### src/sep_consts.svh
`ifndef SEP_CONSTS_SVH
`define SEP_CONSTS_SVH
`define SEP_OP_SET_LATCH   8'h06
`define SEP_OP_CLR_LATCH   8'h04
`define SEP_OP_STAT_READ   8'h05
`define SEP_OP_STAT_WRITE  8'h01
`define SEP_OP_ARR_READ    8'h03
`define SEP_OP_ARR_WRITE   8'h02
`define SEP_BIT_BUSY       0
`define SEP_BIT_LATCH      1
`define SEP_BIT_PROT_LO    2
`define SEP_BIT_PROT_HI    3
`define SEP_BIT_LOCK       7
`define SEP_PROT_QUARTER   16'hc000
`define SEP_PROT_HALF      16'h8000
`define SEP_PROT_ALL       16'h0000
`define SEP_FIFO_DEPTH     16
`define SEP_FIFO_AW        4
`endif

### src/sep_pkg.sv
package sep_pkg;
    typedef enum logic [2:0] {
        SEP_IDLE   = 3'b000,
        SEP_OPCODE = 3'b001,
        SEP_ADDR   = 3'b011,
        SEP_DATA   = 3'b010,
        SEP_STATUS = 3'b110,
        SEP_WAIT   = 3'b111,
        SEP_DEAD   = 3'b101
    } sep_state_type;
endpackage

### src/sep_core.sv
`timescale 1ns/1ps
`default_nettype none
`include "sep_consts.svh"
module sep_core (
    input  wire logic        clk_sys_in,
    input  wire logic        nrst_in,
    input  wire logic        sclk_in,
    input  wire logic        nsel_in,
    input  wire logic        sdi_in,
    input  wire logic        npause_in,
    input  wire logic        nguard_in,
    input  wire logic        write_done_in,
    input  wire logic [1:0]  nv_prot_in,
    input  wire logic        nv_lock_in,
    input  wire logic        arr_data_rd_ready_in,
    input  wire logic [7:0]  arr_rd_data_in,
    output var  logic        sdo_out,
    output var  logic        sdo_oe_out,
    output var  logic        arr_write_go_out,
    output var  logic        stat_write_go_out,
    output var  logic [7:0]  stat_write_val_out,
    output var  logic [15:0] addr_out,
    output var  logic        arr_read_req_out,
    output var  logic [7:0]  arr_data_out,
    output var  logic        arr_data_valid_out,
    output var  logic        fifo_full_out
);
    logic [2:0]  sclk_s, nsel_s, npause_s;
    logic [1:0]  sdi_s, nguard_s;
    logic        sclk_r, sclk_f, sel_f, sel_r, sclk_lvl, sel_lvl;
    logic        pause_f;
    assign sclk_lvl = sclk_s[1];
    assign sel_lvl  = !nsel_s[1];
    assign sclk_r   = sclk_s[1] && !sclk_s[2];
    assign sclk_f   = !sclk_s[1] && sclk_s[2];
    assign sel_f    = !nsel_s[1] && nsel_s[2];
    assign sel_r    = nsel_s[1] && !nsel_s[2];
    assign pause_f  = !npause_s[1] && npause_s[2];

    sep_pkg::sep_state_type st_q, st_d;
    logic [7:0]  sh_q, sh_d, op_q, op_d, out_q, out_d;
    logic [2:0]  bit_q, bit_d;
    logic [1:0]  abyte_q, abyte_d;
    logic [15:0] addr_q, addr_d;
    logic        armed_q, armed_d, pause_q, pause_d;
    logic        latch_q, latch_d, busy_q, busy_d;
    logic        dbyte_q, dbyte_d;
    logic        sdo_q, sdo_d, oe_q, oe_d;
    logic        awgo_q, awgo_d, swgo_q, swgo_d, rreq_q, rreq_d;
    logic [7:0]  swv_q, swv_d;
    logic        push, fifo_rdy, fifo_clr, full_q, full_d;
    logic        hard_lock_mode, prot_hit, cmd_whole;
    logic [7:0]  stat_byte;
    logic [15:0] prot_base;

    always_ff @(posedge clk_sys_in or negedge nrst_in)
    begin
        if (!nrst_in)
        begin
            sclk_s   <= 3'h0;
            nsel_s   <= 3'h7;
            sdi_s    <= 2'h0;
            npause_s <= 3'h7;
            nguard_s <= 2'h3;
        end
        else
        begin
            sclk_s   <= {sclk_s[1:0], sclk_in};
            nsel_s   <= {nsel_s[1:0], nsel_in};
            sdi_s    <= {sdi_s[0], sdi_in};
            npause_s <= {npause_s[1:0], npause_in};
            nguard_s <= {nguard_s[0], nguard_in};
        end
    end

    assign hard_lock_mode = nv_lock_in && !nguard_s[1];
    always_comb
    begin
        stat_byte = 8'h00;
        stat_byte[`SEP_BIT_BUSY]    = busy_q;
        stat_byte[`SEP_BIT_LATCH]   = latch_q;
        stat_byte[`SEP_BIT_PROT_LO] = nv_prot_in[0];
        stat_byte[`SEP_BIT_PROT_HI] = nv_prot_in[1];
        stat_byte[`SEP_BIT_LOCK]    = nv_lock_in;
        case (nv_prot_in)
            2'b01:   prot_base = `SEP_PROT_QUARTER;
            2'b10:   prot_base = `SEP_PROT_HALF;
            default: prot_base = `SEP_PROT_ALL;
        endcase
        prot_hit = (nv_prot_in != 2'b00) && (addr_q >= prot_base);
    end
    assign cmd_whole = (bit_q == 3'h0);

    always_comb
    begin
        st_d = st_q;
        sh_d = sh_q;
        op_d = op_q;
        out_d = out_q;
        bit_d = bit_q;
        abyte_d = abyte_q;
        addr_d = addr_q;
        armed_d = armed_q;
        pause_d = pause_q;
        latch_d = latch_q;
        busy_d = busy_q;
        dbyte_d = dbyte_q;
        sdo_d = sdo_q;
        oe_d = oe_q;
        swv_d = swv_q;
        full_d = !fifo_rdy;
        awgo_d = 1'b0;
        swgo_d = 1'b0;
        rreq_d = 1'b0;
        push = 1'b0;
        fifo_clr = 1'b0;
        if (write_done_in && busy_q)
        begin
            busy_d  = 1'b0;
            latch_d = 1'b0;
        end
        // entry edge only honoured while clock low
        if (sel_lvl && !sclk_lvl && pause_f)
            pause_d = 1'b1;
        if (pause_q && !sclk_lvl && npause_s[1])
            pause_d = 1'b0;
        if (sel_f)
        begin
            armed_d = 1'b1;
            st_d = sep_pkg::SEP_OPCODE;
            bit_d = 3'h0;
            abyte_d = 2'h0;
            dbyte_d = 1'b0;
            fifo_clr = 1'b1;
        end
        else if (sel_r)
        begin
            oe_d = 1'b0;
            pause_d = 1'b0;
            if (cmd_whole && st_q == sep_pkg::SEP_WAIT)
            begin
                if (op_q == `SEP_OP_SET_LATCH)
                    latch_d = 1'b1;
                else if (op_q == `SEP_OP_CLR_LATCH)
                    latch_d = 1'b0;
            end
            if (cmd_whole && st_q == sep_pkg::SEP_DATA && latch_q && !busy_q)
            begin
                if (op_q == `SEP_OP_ARR_WRITE && dbyte_q && !prot_hit)
                begin
                    awgo_d = 1'b1;
                    busy_d = 1'b1;
                end
                if (op_q == `SEP_OP_STAT_WRITE && dbyte_q && !hard_lock_mode)
                begin
                    swgo_d = 1'b1;
                    busy_d = 1'b1;
                end
            end
            st_d = sep_pkg::SEP_IDLE;
        end
        else if (armed_q && sel_lvl && !pause_q)
        begin
            if (sclk_r && st_q != sep_pkg::SEP_IDLE
                && st_q != sep_pkg::SEP_DEAD)
            begin
                sh_d = {sh_q[6:0], sdi_s[1]};
                bit_d = bit_q + 3'h1;
                if (bit_q == 3'h7)
                begin
                    case (st_q)
                        sep_pkg::SEP_OPCODE:
                        begin
                            op_d = {sh_q[6:0], sdi_s[1]};
                            case ({sh_q[6:0], sdi_s[1]})
                                `SEP_OP_SET_LATCH,
                                `SEP_OP_CLR_LATCH: st_d = sep_pkg::SEP_WAIT;
                                `SEP_OP_STAT_READ:
                                begin
                                    st_d = sep_pkg::SEP_STATUS;
                                    out_d = stat_byte;
                                end
                                `SEP_OP_STAT_WRITE: st_d = sep_pkg::SEP_DATA;
                                `SEP_OP_ARR_READ,
                                `SEP_OP_ARR_WRITE: st_d = sep_pkg::SEP_ADDR;
                                default: st_d = sep_pkg::SEP_DEAD;
                            endcase
                        end
                        sep_pkg::SEP_ADDR:
                        begin
                            addr_d = {addr_q[7:0], sh_q[6:0], sdi_s[1]};
                            abyte_d = abyte_q + 2'h1;
                            if (abyte_q == 2'h1)
                            begin
                                if (op_q == `SEP_OP_ARR_READ)
                                begin
                                    st_d = busy_q ? sep_pkg::SEP_DEAD
                                                  : sep_pkg::SEP_STATUS;
                                    rreq_d = !busy_q;
                                end
                                else
                                    st_d = sep_pkg::SEP_DATA;
                            end
                        end
                        sep_pkg::SEP_DATA:
                        begin
                            dbyte_d = 1'b1;
                            swv_d = {sh_q[6:0], sdi_s[1]};
                            push = op_q == `SEP_OP_ARR_WRITE;
                        end
                        sep_pkg::SEP_STATUS:
                        begin
                            if (op_q == `SEP_OP_STAT_READ)
                                out_d = stat_byte;
                            else
                            begin
                                addr_d = addr_q + 16'h0001;
                                rreq_d = 1'b1;
                            end
                        end
                        default: ;
                    endcase
                end
            end
            if (sclk_f && st_q == sep_pkg::SEP_STATUS)
            begin
                oe_d = 1'b1;
                // array byte fetched once the new address has settled
                if (bit_q == 3'h0 && op_q == `SEP_OP_ARR_READ)
                begin
                    out_d = arr_rd_data_in;
                    sdo_d = arr_rd_data_in[7];
                end
                else
                    sdo_d = out_q[3'h7 - bit_q];
            end
        end
        if (pause_d)
            oe_d = 1'b0;
        else if (pause_q && sel_lvl && st_q == sep_pkg::SEP_STATUS)
            oe_d = 1'b1;
    end

    always_ff @(posedge clk_sys_in or negedge nrst_in)
    begin
        if (!nrst_in)
        begin
            st_q <= sep_pkg::SEP_IDLE;
            sh_q <= 8'h00;
            op_q <= 8'h00;
            out_q <= 8'h00;
            bit_q <= 3'h0;
            abyte_q <= 2'h0;
            addr_q <= 16'h0000;
            armed_q <= 1'b0;
            pause_q <= 1'b0;
            latch_q <= 1'b0;
            busy_q <= 1'b0;
            dbyte_q <= 1'b0;
            sdo_q <= 1'b0;
            oe_q <= 1'b0;
            awgo_q <= 1'b0;
            swgo_q <= 1'b0;
            rreq_q <= 1'b0;
            swv_q <= 8'h00;
            full_q <= 1'b0;
        end
        else
        begin
            st_q <= st_d;
            sh_q <= sh_d;
            op_q <= op_d;
            out_q <= out_d;
            bit_q <= bit_d;
            abyte_q <= abyte_d;
            addr_q <= addr_d;
            armed_q <= armed_d;
            pause_q <= pause_d;
            latch_q <= latch_d;
            busy_q <= busy_d;
            dbyte_q <= dbyte_d;
            sdo_q <= sdo_d;
            oe_q <= oe_d;
            awgo_q <= awgo_d;
            swgo_q <= swgo_d;
            rreq_q <= rreq_d;
            swv_q <= swv_d;
            full_q <= full_d;
        end
    end

    sep_fifo #(
        .WIDTH (8),
        .DEPTH (`SEP_FIFO_DEPTH),
        .AW    (`SEP_FIFO_AW)
    ) u_fifo (
        .clk_sys_in   (clk_sys_in),
        .nrst_in      (nrst_in),
        .clear_in     (fifo_clr),
        .wr_data_in   (sh_d),
        .wr_valid_in  (push),
        .wr_ready_out (fifo_rdy),
        .rd_data_out  (arr_data_out),
        .rd_valid_out (arr_data_valid_out),
        .rd_ready_in  (arr_data_rd_ready_in)
    );

    assign sdo_out            = sdo_q;
    assign sdo_oe_out         = oe_q;
    assign arr_write_go_out   = awgo_q;
    assign stat_write_go_out  = swgo_q;
    assign stat_write_val_out = swv_q;
    assign addr_out           = addr_q;
    assign arr_read_req_out   = rreq_q;
    assign fifo_full_out      = full_q;
endmodule
`default_nettype wire

### src/sep_fifo.sv
`timescale 1ns/1ps
`default_nettype none
module sep_fifo #(
    parameter int WIDTH = 8,
    parameter int DEPTH = 16,
    parameter int AW    = 4
) (
    input  wire logic             clk_sys_in,
    input  wire logic             nrst_in,
    input  wire logic             clear_in,
    input  wire logic [WIDTH-1:0] wr_data_in,
    input  wire logic             wr_valid_in,
    output var  logic             wr_ready_out,
    output var  logic [WIDTH-1:0] rd_data_out,
    output var  logic             rd_valid_out,
    input  wire logic             rd_ready_in
);
    logic [WIDTH-1:0] mem_q [DEPTH];
    logic [AW:0]      wp_q, wp_d, rp_q, rp_d;
    logic             push, pop;

    always_comb
    begin
        wr_ready_out = (wp_q - rp_q) != (AW+1)'(DEPTH);
        rd_valid_out = wp_q != rp_q;
        rd_data_out  = mem_q[rp_q[AW-1:0]];
        push = wr_valid_in && wr_ready_out;
        pop  = rd_valid_out && rd_ready_in;
        wp_d = clear_in ? '0 : wp_q + (AW+1)'(push);
        rp_d = clear_in ? '0 : rp_q + (AW+1)'(pop);
    end

    always_ff @(posedge clk_sys_in or negedge nrst_in)
    begin
        if (!nrst_in)
        begin
            wp_q <= '0;
            rp_q <= '0;
        end
        else
        begin
            wp_q <= wp_d;
            rp_q <= rp_d;
        end
    end

    always_ff @(posedge clk_sys_in)
    begin
        if (push)
            mem_q[wp_q[AW-1:0]] <= wr_data_in;
    end
endmodule
`default_nettype wire

### config.mk
export PLATFORM = sky130hd
export DESIGN_NAME = sep_core
export DESIGN_NICKNAME = d
export VERILOG_FILES = /design/src/sep_pkg.sv /design/src/sep_core.sv /design/src/sep_fifo.sv
export VERILOG_INCLUDE_DIRS = /design/src
export SDC_FILE = /design/constraint.sdc
export NUM_CORES = 1
export LEC_CHECK = 0
export BUFFER_PORTS_ARGS = -buffer_cell sky130_fd_sc_hd__buf_4
export CAP_MARGIN = 25
export CORE_MARGIN = 1.5
export CORE_UTILIZATION = 35
export DETAILED_ROUTE_END_ITERATION = 8
export GPL_ROUTABILITY_DRIVEN = 1
export PLACE_DENSITY = 0.62
export SLEW_MARGIN = 5
export SYNTH_ARGS = -nofsm -noshare
export SYNTH_HDL_FRONTEND = slang
export SYNTH_SLANG_ARGS = --single-unit
### constraint.sdc
create_clock -name clk_sys_in -period 7.8 [get_ports clk_sys_in]
set_input_delay 2.34 -clock clk_sys_in [delete_from_list [all_inputs] [get_ports clk_sys_in]]
set_output_delay 2.34 -clock clk_sys_in [all_outputs]
set_load 0.01 [all_outputs]
# ---- Word-level counts from Yosys, hierarchy flattened
# Memories as Yosys holds them, arrays and structs flattened.
# Cells that the tools add are included.
dict set report word_totals {
  output_inout_bits 39
  elab_cells 227
  register_bits 90
  romBits 0
  input_bits 20
  latchBits 0
  memories 1
  ram_bits 128
}
dict set report op_classes {
  n_addsub 7
  shifts 0
  order_cmp 2
  eq_ne 28
  muxes 93
  n_reduce_logical 68
  n_div 0
  bitwise_logic 2
  n_mul 0
}
# name words width rd rd_clocked_by_memory_dff wr line
set mem_list {}
lappend mem_list {u_fifo.mem_q 16 8 1 0 1 sep_fifo.sv:18} ;# logic [WIDTH-1:0] mem_q [DEPTH];
# cell n
set op_table {}
lappend op_table {{$mux 8} 10}
lappend op_table {{$pmux 16 s2} 2}
lappend op_table {{$mux 1} 55}
lappend op_table {{$eq 8x3->1 const B} 6}
lappend op_table {{$mux 3} 11}
lappend op_table {{$eq 8x2->1 const B} 4}
lappend op_table {{$logic_and 1x1->1} 30}
lappend op_table {{$add 16x1->16 const B} 1}
lappend op_table {{$eq 8x1->1 const B} 2}
lappend op_table {{$ge 16x16->1} 1}
lappend op_table {{$mux 16} 1}
lappend op_table {{$pmux 8 s2} 1}
lappend op_table {{$reduce_and 5->1} 3}
lappend op_table {{$mux 2} 7}
lappend op_table {{$reduce_bool 2->1} 7}
lappend op_table {{$pmux 3 s4} 1}
lappend op_table {{$reduce_and 6->1} 2}
lappend op_table {{$reduce_bool 3->1} 4}
lappend op_table {{$reduce_bool 4->1} 3}
lappend op_table {{$logic_not 1->1} 11}
lappend op_table {{$add 5x1->5} 2}
lappend op_table {{$mux 5} 2}
lappend op_table {{$eq 3x3->1 const B} 3}
lappend op_table {{$reduce_and 3->1} 3}
lappend op_table {{other kinds (23)} 28}

# ---- Depth between registers and ports, before layout
# Gate-level depths: netlist of the first run.
dict set report logic_depth {
  word_depth 11
  ltp_mapped 15
  mapped_depth_nobuf 12
}

# ---- Hierarchy
# From an unflattened synthesis of the first run, not the netlist that was laid out.
dict set report unflattened {
  hier_cells 740
  area_unflattened_um2 9913.3
}
# module seq_area_each_um2 cells_per_inst instances area_each_um2
set by_module_without_submodules {}
lappend by_module_without_submodules {sep_fifo 4093.9 323 1 5679.2}
lappend by_module_without_submodules {sep_core 2011.9 417 1 4234.1}

# ---- Worst setup path after synthesis of the first run
# Ideal clock, no wire load.
dict set report synth_path {
  path_kind {register to output}
  start {register u_fifo.rp_q[0]}
  end {output arr_data_out[0]}
  slack_ps 3552
  arrival_ps 1908
  required_ps 5460
  stages_incl_launch_ff 5
  path_buffers 2
  cell_sequence {dfrtp_1 > clkbuf_1 > buf_2 > mux4_2 > mux4_2}
}
dict set report synth_between {
  elab_chain_len 1
}
# element line
set synth_lines {}
lappend synth_lines {{start, declared} sep_fifo.sv:19} ;# logic [AW:0] wp_q, wp_d, rp_q, rp_d;
lappend synth_lines {{start signal, assigned} sep_fifo.sv:43} ;# rp_q <= rp_d;
lappend synth_lines {{$mem_v2 16x8} --}
lappend synth_lines {{end, declared} sep_core.sv:24} ;# output var logic [7:0] arr_data_out,
# Every way passes these cells.

# ---- Final worst setup path of the first run
dict set report layout_path {
  start {register u_fifo.rp_q[0]}
  end {output arr_data_out[2]}
}
# Same word-level chain as after synthesis.

==> results of run 1 <==
==> power by group through the flow <==
| stage | Combinational (W) | Sequential (W) | Clock, W |
|---|---|---|---|
| 2_1_floorplan | 0.000430 | 0.00134 | 0 |
| 3_3_place_gp | 0.000514 | 0.00140 | 0 |
| 3_5_place_dp | 0.000527 | 0.00140 | 0 |
| 4_1_cts | 0.000533 | 0.00137 | 0.00121 |
| 5_1_grt | 0.000580 | 0.00138 | 0.00126 |
| 6_report | 0.000524 | 0.00137 | 0.00119 |
==> metrics by stage <==
step           std cells  utilization
2_1_floorplan        657            -
3_3_place_gp        1070        0.394
3_5_place_dp        1070        0.394
4_1_cts             1116        0.426
5_1_grt             1116        0.426
6_report            1116        0.426
==> kinds of logic after synthesis <==
family	share of synthesized area
and+or+nand+nor	0.104
adders and majority gates	0.0257
xor gates and xnor gates	0.0107
DFF	0.627
AOI/OAI and AO/OA	0.0780
muxes	0.128
buffers and inverters	0.0263
==> final timing paths <==
path / from / endpoint / depth (start not counted)
min: sdi_s[0]$_DFF_PN0_ / sdi_s[1]$_DFF_PN0_ / 0
max reg2reg: nsel_s[1]$_DFF_PN1_ / u_fifo.mem_q[9][6]$_DFFE_PP_ / 7
min in group asynchronous: nrst_in / sclk_s[0]$_DFF_PN0_ / 1
max in group asynchronous: nrst_in / u_fifo.rp_q[0]$_DFF_PN0_ / 2
min reg2reg: sdi_s[0]$_DFF_PN0_ / sdi_s[1]$_DFF_PN0_ / 0
max: u_fifo.rp_q[0]$_DFF_PN0_ / arr_data_out[2] / 4
==> synth_stat cells (all sizes together), types with 3 or more instances <==
master and number:
and3 7, or2 5, xor2 6, nor4b 7
inv 25, o31ai 3, nor3 10, nor4 19
ha 20, nor3b 5, nand3b 3, o22ai 7
o21ai 21, nand4 8, dfrtp 82, nand2 31
buf 21, edfxtp 128, mux4 42, a21oi 35
dfstp 8, a21o 4, clkbuf 12, nor2 28
a21boi 5, a32o 4, mux2 25, a21bo 3
nand3 19, a221o 3, nand2b 9, nor2b 9
o2111ai 3, and4bb 3, xnor2 5
==> flip-flops by register name (all words and copies together), names as in the netlist, 5 cells and up <==
| register | count |
|---|---|
| u_fifo.wp_q | 5 |
| u_fifo.rp_q | 5 |
| stat_write_val_out | 8 |
| op_q | 8 |
| addr_out | 16 |
| u_fifo.mem_q | 128 |
| sh_q | 8 |
| out_q | 8 |
==> worst max-delay path, cell delays in order (launching register included) <==
cell and delay, ps:
dfrtp_2 620, buf_4 470, mux4_2 580, mux4_2 480
buf_4 160
==> routing by layer <==
layer,wire length [microns],up-vias
met5,0,-
met4,408,0
met3,843,34
met2,10700,129
met1,9870,2916
li1,-,2695
==> final cells by class <==
type | instances | area [sq um]
tap | 372 | 465
multi-input combinational | 381 | 3470
inverter | 25 | 93.8
timing repair buffer | 74 | 556
fill | 2451 | 15600
clock buffer | 28 | 647
clock inverter | 18 | 205
sequential | 218 | 6110
==> summary.txt, run 1 <==
Power and ir drop
  – Design Power: 0.00308 W
  – Maximum vdd ir drop: 0.165 mV
  – P_sw: 0.000845 W
  – Power per cell area: 267 nW/um^2
  – Leakage: 4.38 nW
  – Sw Share: 0.274
  – Internal power: 0.00224 W
  – Seq pwr share: 0.445
  – Comb pwr share: 0.170
  – Share of total power in the clock network: 0.385

Floorplanning
  – Die W: 170 microns
  – Initial Util: 0.359
  – Ports: 59
  – CORE AREA: 27100 sq um
  – Die Y: 170 microns
  – Die ar.: 28800 sq um
  – Row Count: 60

Run
  – # Max-Cap Violations: 0

Logic synthesis
  – Synth Instances: 657
  – Synth Flop Type: edfxtp_1
  – Mean Syn Cell Area: 14.8 sq um
  – Seq/Total Area, Yosys: 0.627
  – Synthesized cell area: 9740 sq um
  – EDFF count, synth: 128
  – Async SR Flop Fraction: 0.413
  – Area fraction of the dominant cell type after synthesis: 0.395
  – Ys Warns: 0
  – Register bit total from synthesis: 218
  – Area leader, netlist: edfxtp_1
  – Synth top area cells: edfxtp_1 (39%), dfrtp_1 (21%), mux4_2 (9.7%)
  – Cell variety after synth: 72
  – Mapped Nets: 697

Global route
  – Initial antenna violation count: 0
  – First-pass GRT wire length: 34800 microns
  – Met1 Use GR: 0.214
  – Vias in the first global route: 5964
  – Busiest grt layer: met2
  – Largest net degree at the start of global routing: 57
  – Total track usage: 0.157
  – GR Util met2: 0.263
  – Total gr overflow: 0
  – GRT met3 Usage: 0.0231

Timing
  – RSZ-0062 raised after global routing: no
  – Final Cycle Share: 0.664
  – Setup_tns: 0 ps
  – Slew headroom: 0.284
  – Final setup violation count: 0
  – Final worst setup slack: 2620 ps
  – Minimum clock period: 5180 ps
  – Hold Fails Final Rpt: 0
  – Fmax: 0.193 GHz
  – Final Max Slew Viols: 0
  – Clock skew: 16.1 ps
  – Hold slack: 346 ps
  – Worst-Margin Slew: 1070 ps

Clock network
  – H-tree lvl count: 1
  – CTS resizes: 0
  – Latest clock arrival within the worst-skew pair: 530 ps
  – Clock buffer depth: 3
  – Sinks on Clock Net: 218
  – Clock Root Buffer: clkbuf_16
  – Cts hold-fix bufs: 0
  – Post-CTS setup buffers: 0
  – Clock transition at the registers of the reported paths: 60 ps
  – CTS Buf Count: 25
  – TritonCTS clock tree: built

Setup path
  – Startpoint types: flip-flop
  – Worst Path Arrival: 2840 ps
  – CP Max Fanout: 22
  – Reg-to-reg setup timing slack: 4020 ps
  – WS Path Type: flip-flop to primary output
  – Critical Path End Type: primary output
  – Data required, critical path: 5460 ps

Placed design
  – Area after DPL: 10700 sq um
  – Placer Congestion: 0.786
  – Pre-CTS setup slack: 3090 ps
  – PortBufs: 58
  – DP HPWL: 14000 microns

Drt
  – DRC viols: 0
  – Antenna Violating Nets Remaining: 0
  – DRT Pass-1 Iters: 5
  – Routed wire length: 21800 microns
  – Wire per inst: 19.5 microns
  – DR iter-0 viols: 515
  – Vias: 5774
  – Vias/cell: 5.17

Run status
  – Status: completed

Layout
  – Nets: 765
  – Layout cell share with drive strength beyond 1: 0.301
  – Area delta synth->final: 18.5%
  – Most frequent cells in the layout: edfxtp_1 (128), dfrtp_1 (81), buf_4 (74)
  – Most common cell after layout, fill and taps aside: edfxtp_1
  – # diodes: 0
  – Fin area: 11500 sq um

Hold path
  – Hold Path Class: flip-flop to flip-flop
Note: power is estimated with default switching activity, not from simulation.
==> run 2, diff against run 1 <==
--- a/config.mk
+++ b/config.mk
@@ -12,7 +12,7 @@
 export CORE_UTILIZATION = 35
 export DETAILED_ROUTE_END_ITERATION = 8
 export GPL_ROUTABILITY_DRIVEN = 1
-export PLACE_DENSITY = 0.62
+export PLACE_DENSITY = 0.64
 export SLEW_MARGIN = 5
 export SYNTH_ARGS = -nofsm -noshare
 export SYNTH_HDL_FRONTEND = slang
==> constraint.sdc (replaced) <==
create_clock -name clk_sys_in -period 4.7 [get_ports clk_sys_in]
set_input_delay 1.41 -clock clk_sys_in [delete_from_list [all_inputs] [get_ports clk_sys_in]]
set_output_delay 1.41 -clock clk_sys_in [all_outputs]
set_load 0.01 [all_outputs]
==> run 2 against run 1 <==
Effect of this change: hold slack gained 0.86 ps; first-iteration DRC count grew 21%; critical endpoint is now arr_data_out[6]; die area is the same; clock power grew 55%; flip-flop and latch count is the same; highest routed layer unchanged; core utilization shrank 0.17 points; sequential power grew 67%; largest power group unchanged.
==> summary.txt, run 2 (synthesis results as in run 1) <==
Drt
  – Vias: 5862 (+1.5%)
  – DRT Pass-1 Iters: 5 (unchanged)
  – Wire per inst: 19.5 microns (-0.26%)
  – Routed wire length: 21700 microns (-0.35%)
  – Antenna Violating Nets Remaining: 0 (unchanged)
  – Vias/cell: 5.26 (+1.6%)
  – DR iter-0 viols: 623 (+21%)
  – DRC viols: 0 (unchanged)

Floorplanning
  – Die Y: 170 microns (unchanged)
  – Die W: 170 microns (unchanged)
  – CORE AREA: 27100 sq um (unchanged)
  – Ports: 59 (unchanged)
  – Die ar.: 28800 sq um (unchanged)
  – Initial Util: 0.359 (unchanged)
  – Row Count: 60 (unchanged)

Timing
  – Slew headroom: 0.347 (+0.0628)
  – Fmax: 0.242 GHz
  – Minimum clock period: 4140 ps
  – Worst-Margin Slew: 979 ps (-91.6 ps)
  – Final Max Slew Viols: 0 (unchanged)
  – Hold Fails Final Rpt: 0 (unchanged)
  – Clock skew: 10.0 ps (-6.08 ps)
  – Final setup violation count: 0 (unchanged)
  – Hold slack: 347 ps (+0.859 ps)
  – Final Cycle Share: 0.880
  – RSZ-0062 raised after global routing: no
  – Final worst setup slack: 564 ps (-2060 ps)
  – Setup_tns: 0 ps (unchanged)

Clock network
  – Clock Root Buffer: clkbuf_16
  – Sinks on Clock Net: 218 (unchanged)
  – TritonCTS clock tree: built
  – H-tree lvl count: 1 (unchanged)
  – CTS resizes: 0 (unchanged)
  – CTS Buf Count: 24 (-4.0%)
  – Clock buffer depth: 3 (unchanged)
  – Cts hold-fix bufs: 0 (unchanged)
  – Post-CTS setup buffers: 0 (unchanged)
  – Clock transition at the registers of the reported paths: 60 ps (about the same)
  – Latest clock arrival within the worst-skew pair: 520 ps (about the same)

Power and ir drop
  – Design Power: 0.00502 W (+63%)
  – Maximum vdd ir drop: 0.269 mV (+63%)
  – Leakage: 4.39 nW (+0.42%)
  – Power per cell area: 437 nW/um^2 (+63%)

Layout
  – Area delta synth->final: 18.1%
  – Max reg flops: 128 (unchanged)
  – Fin area: 11500 sq um (-0.40%)
  – Layout cell share with drive strength beyond 1: 0.299 (-0.00229)
  – # diodes: 0 (unchanged)
  – Most common cell after layout, fill and taps aside: edfxtp_1
  – Filler cells: 2441 (-0.41%)
  – Most frequent cells in the layout: edfxtp_1 (128), dfrtp_1 (81), buf_4 (78)
  – Nets: 770 (+0.65%)

Global route
  – Initial antenna violation count: 0 (unchanged)
  – First-pass GRT wire length: 34300 microns (-1.4%)
  – Total track usage: 0.154 (-0.00265)
  – Vias in the first global route: 5926 (-0.64%)
  – Largest net degree at the start of global routing: 73 (+28%)
  – Total gr overflow: 0 (unchanged)

Setup path
  – CP Max Fanout: 19 (-14%)
  – Reg-to-reg setup timing slack: 1250 ps (-2770 ps)
  – Data required, critical path: 3290 ps (-2170 ps)
  – CP max-delay cell: dfrtp_2
  – Worst R2R End: u_fifo.wp_q[4]$_DFF_PN0_
  – Bufs and invs on worst path: 2 (unchanged)
  – Worst Path Arrival: 2730 ps (-110 ps)
  – WS Path Type: flip-flop to primary output
  – CP delay by family, top: multiplexers
  – Slowest cell delay on critical path: 730 ps (+110 ps)
  – Most common cell on crit path: mux4_2
  – Critical Path End Type: primary output
  – Worst path cell trace: buf_12 -> mux4_2 -> mux4_2 -> buf_4
  – Worst Reg-to-Reg Cells: 11 (+4)
  – Worst path depth: 4 (unchanged)
  – R2r startpoint: u_fifo.rp_q[2]$_DFF_PN0_
  – Startpoint types: flip-flop

Placed design
  – Placer Congestion: 0.804 (+2.3%)
  – PortBufs: 58 (unchanged)
  – Area after DPL: 10700 sq um (about the same)
  – DP HPWL: 14000 microns (-0.23%)
  – Pre-CTS setup slack: 1080 ps (-2010 ps)

Run
  – # Max-Cap Violations: 0 (unchanged)

Hold path
  – WHS Endpoint: sclk_s[1]$_DFF_PN0_
  – Hold Path Depth: 0 (unchanged)
  – Hold Path Origin: sclk_s[0]$_DFF_PN0_
  – Hold Path Class: flip-flop to flip-flop

Run status
  – Status: completed
==> run 2: through the flow <==
stage	instances	utilization
6_report	1115	0.424
5_1_grt	1115	0.424
4_1_cts	1114	0.423
3_5_place_dp	1075	0.395
3_3_place_gp	1075	0.395
2_1_floorplan	657	-
==> run 2: worst register-to-register path: cells and delay by family (launching register included) <==
family / cells / cell delay, ps
compound gates: 1 / 830
xor+xnor: 2 / 320
fa+ha+maj: 3 / 810
buf+inv: 1 / 100
flops: 1 / 770
simple gates: 4 / 490
==> run 2: metal layers <==
metal	up-vias	global-route usage	wire, microns
li1	2704	-	-
met1	2981	0.212	9780
met2	139	0.251	10400
met3	38	0.0238	976
met4	0	0.0516	564
met5	-	0	0
==> run 2: worst max path at each step <==
stage | from | end | slack, ps
6_report | u_fifo.rp_q[0]$_DFF_PN0_ | arr_data_out[6] | 560
5_1_grt | u_fifo.rp_q[0]$_DFF_PN0_ | arr_data_out[6] | 450
4_1_cts | u_fifo.rp_q[0]$_DFF_PN0_ | arr_data_out[7] | 520
3_5_place_dp | u_fifo.rp_q[0]$_DFF_PN0_ | arr_data_out[6] | 1080
3_3_place_gp | u_fifo.rp_q[0]$_DFF_PN0_ | arr_data_out[6] | 1100
2_1_floorplan | u_fifo.rp_q[1]$_DFF_PN0_ | u_fifo.mem_q[10][0]$_DFFE_PP_ | 1270
==> run 2: layout make-up <==
| class | instances | area [sq um] | share of cell area |
|---|---|---|---|
| Timing Repair Buffer | 80 | 633 | 0.0551 |
| Sequential cell | 218 | 6110 | 0.531 |
| Inverter | 25 | 93.8 | 0.00816 |
| Clock buffer | 28 | 626 | 0.0544 |
| Clock inverter | 11 | 146 | 0.0127 |
| Tap cell | 372 | 465 | 0.0405 |
| Multi-Input combinational cell | 381 | 3420 | 0.298 |
==> run 2: power by group <==
group	switching, W	leakage, nW	internal [W]
Clock	0.000738	0.379	0.00111
Sequential	0.000141	2.38	0.00215
Combinational	0.000469	1.63	0.000410
Total	0.00135	4.39	0.00367
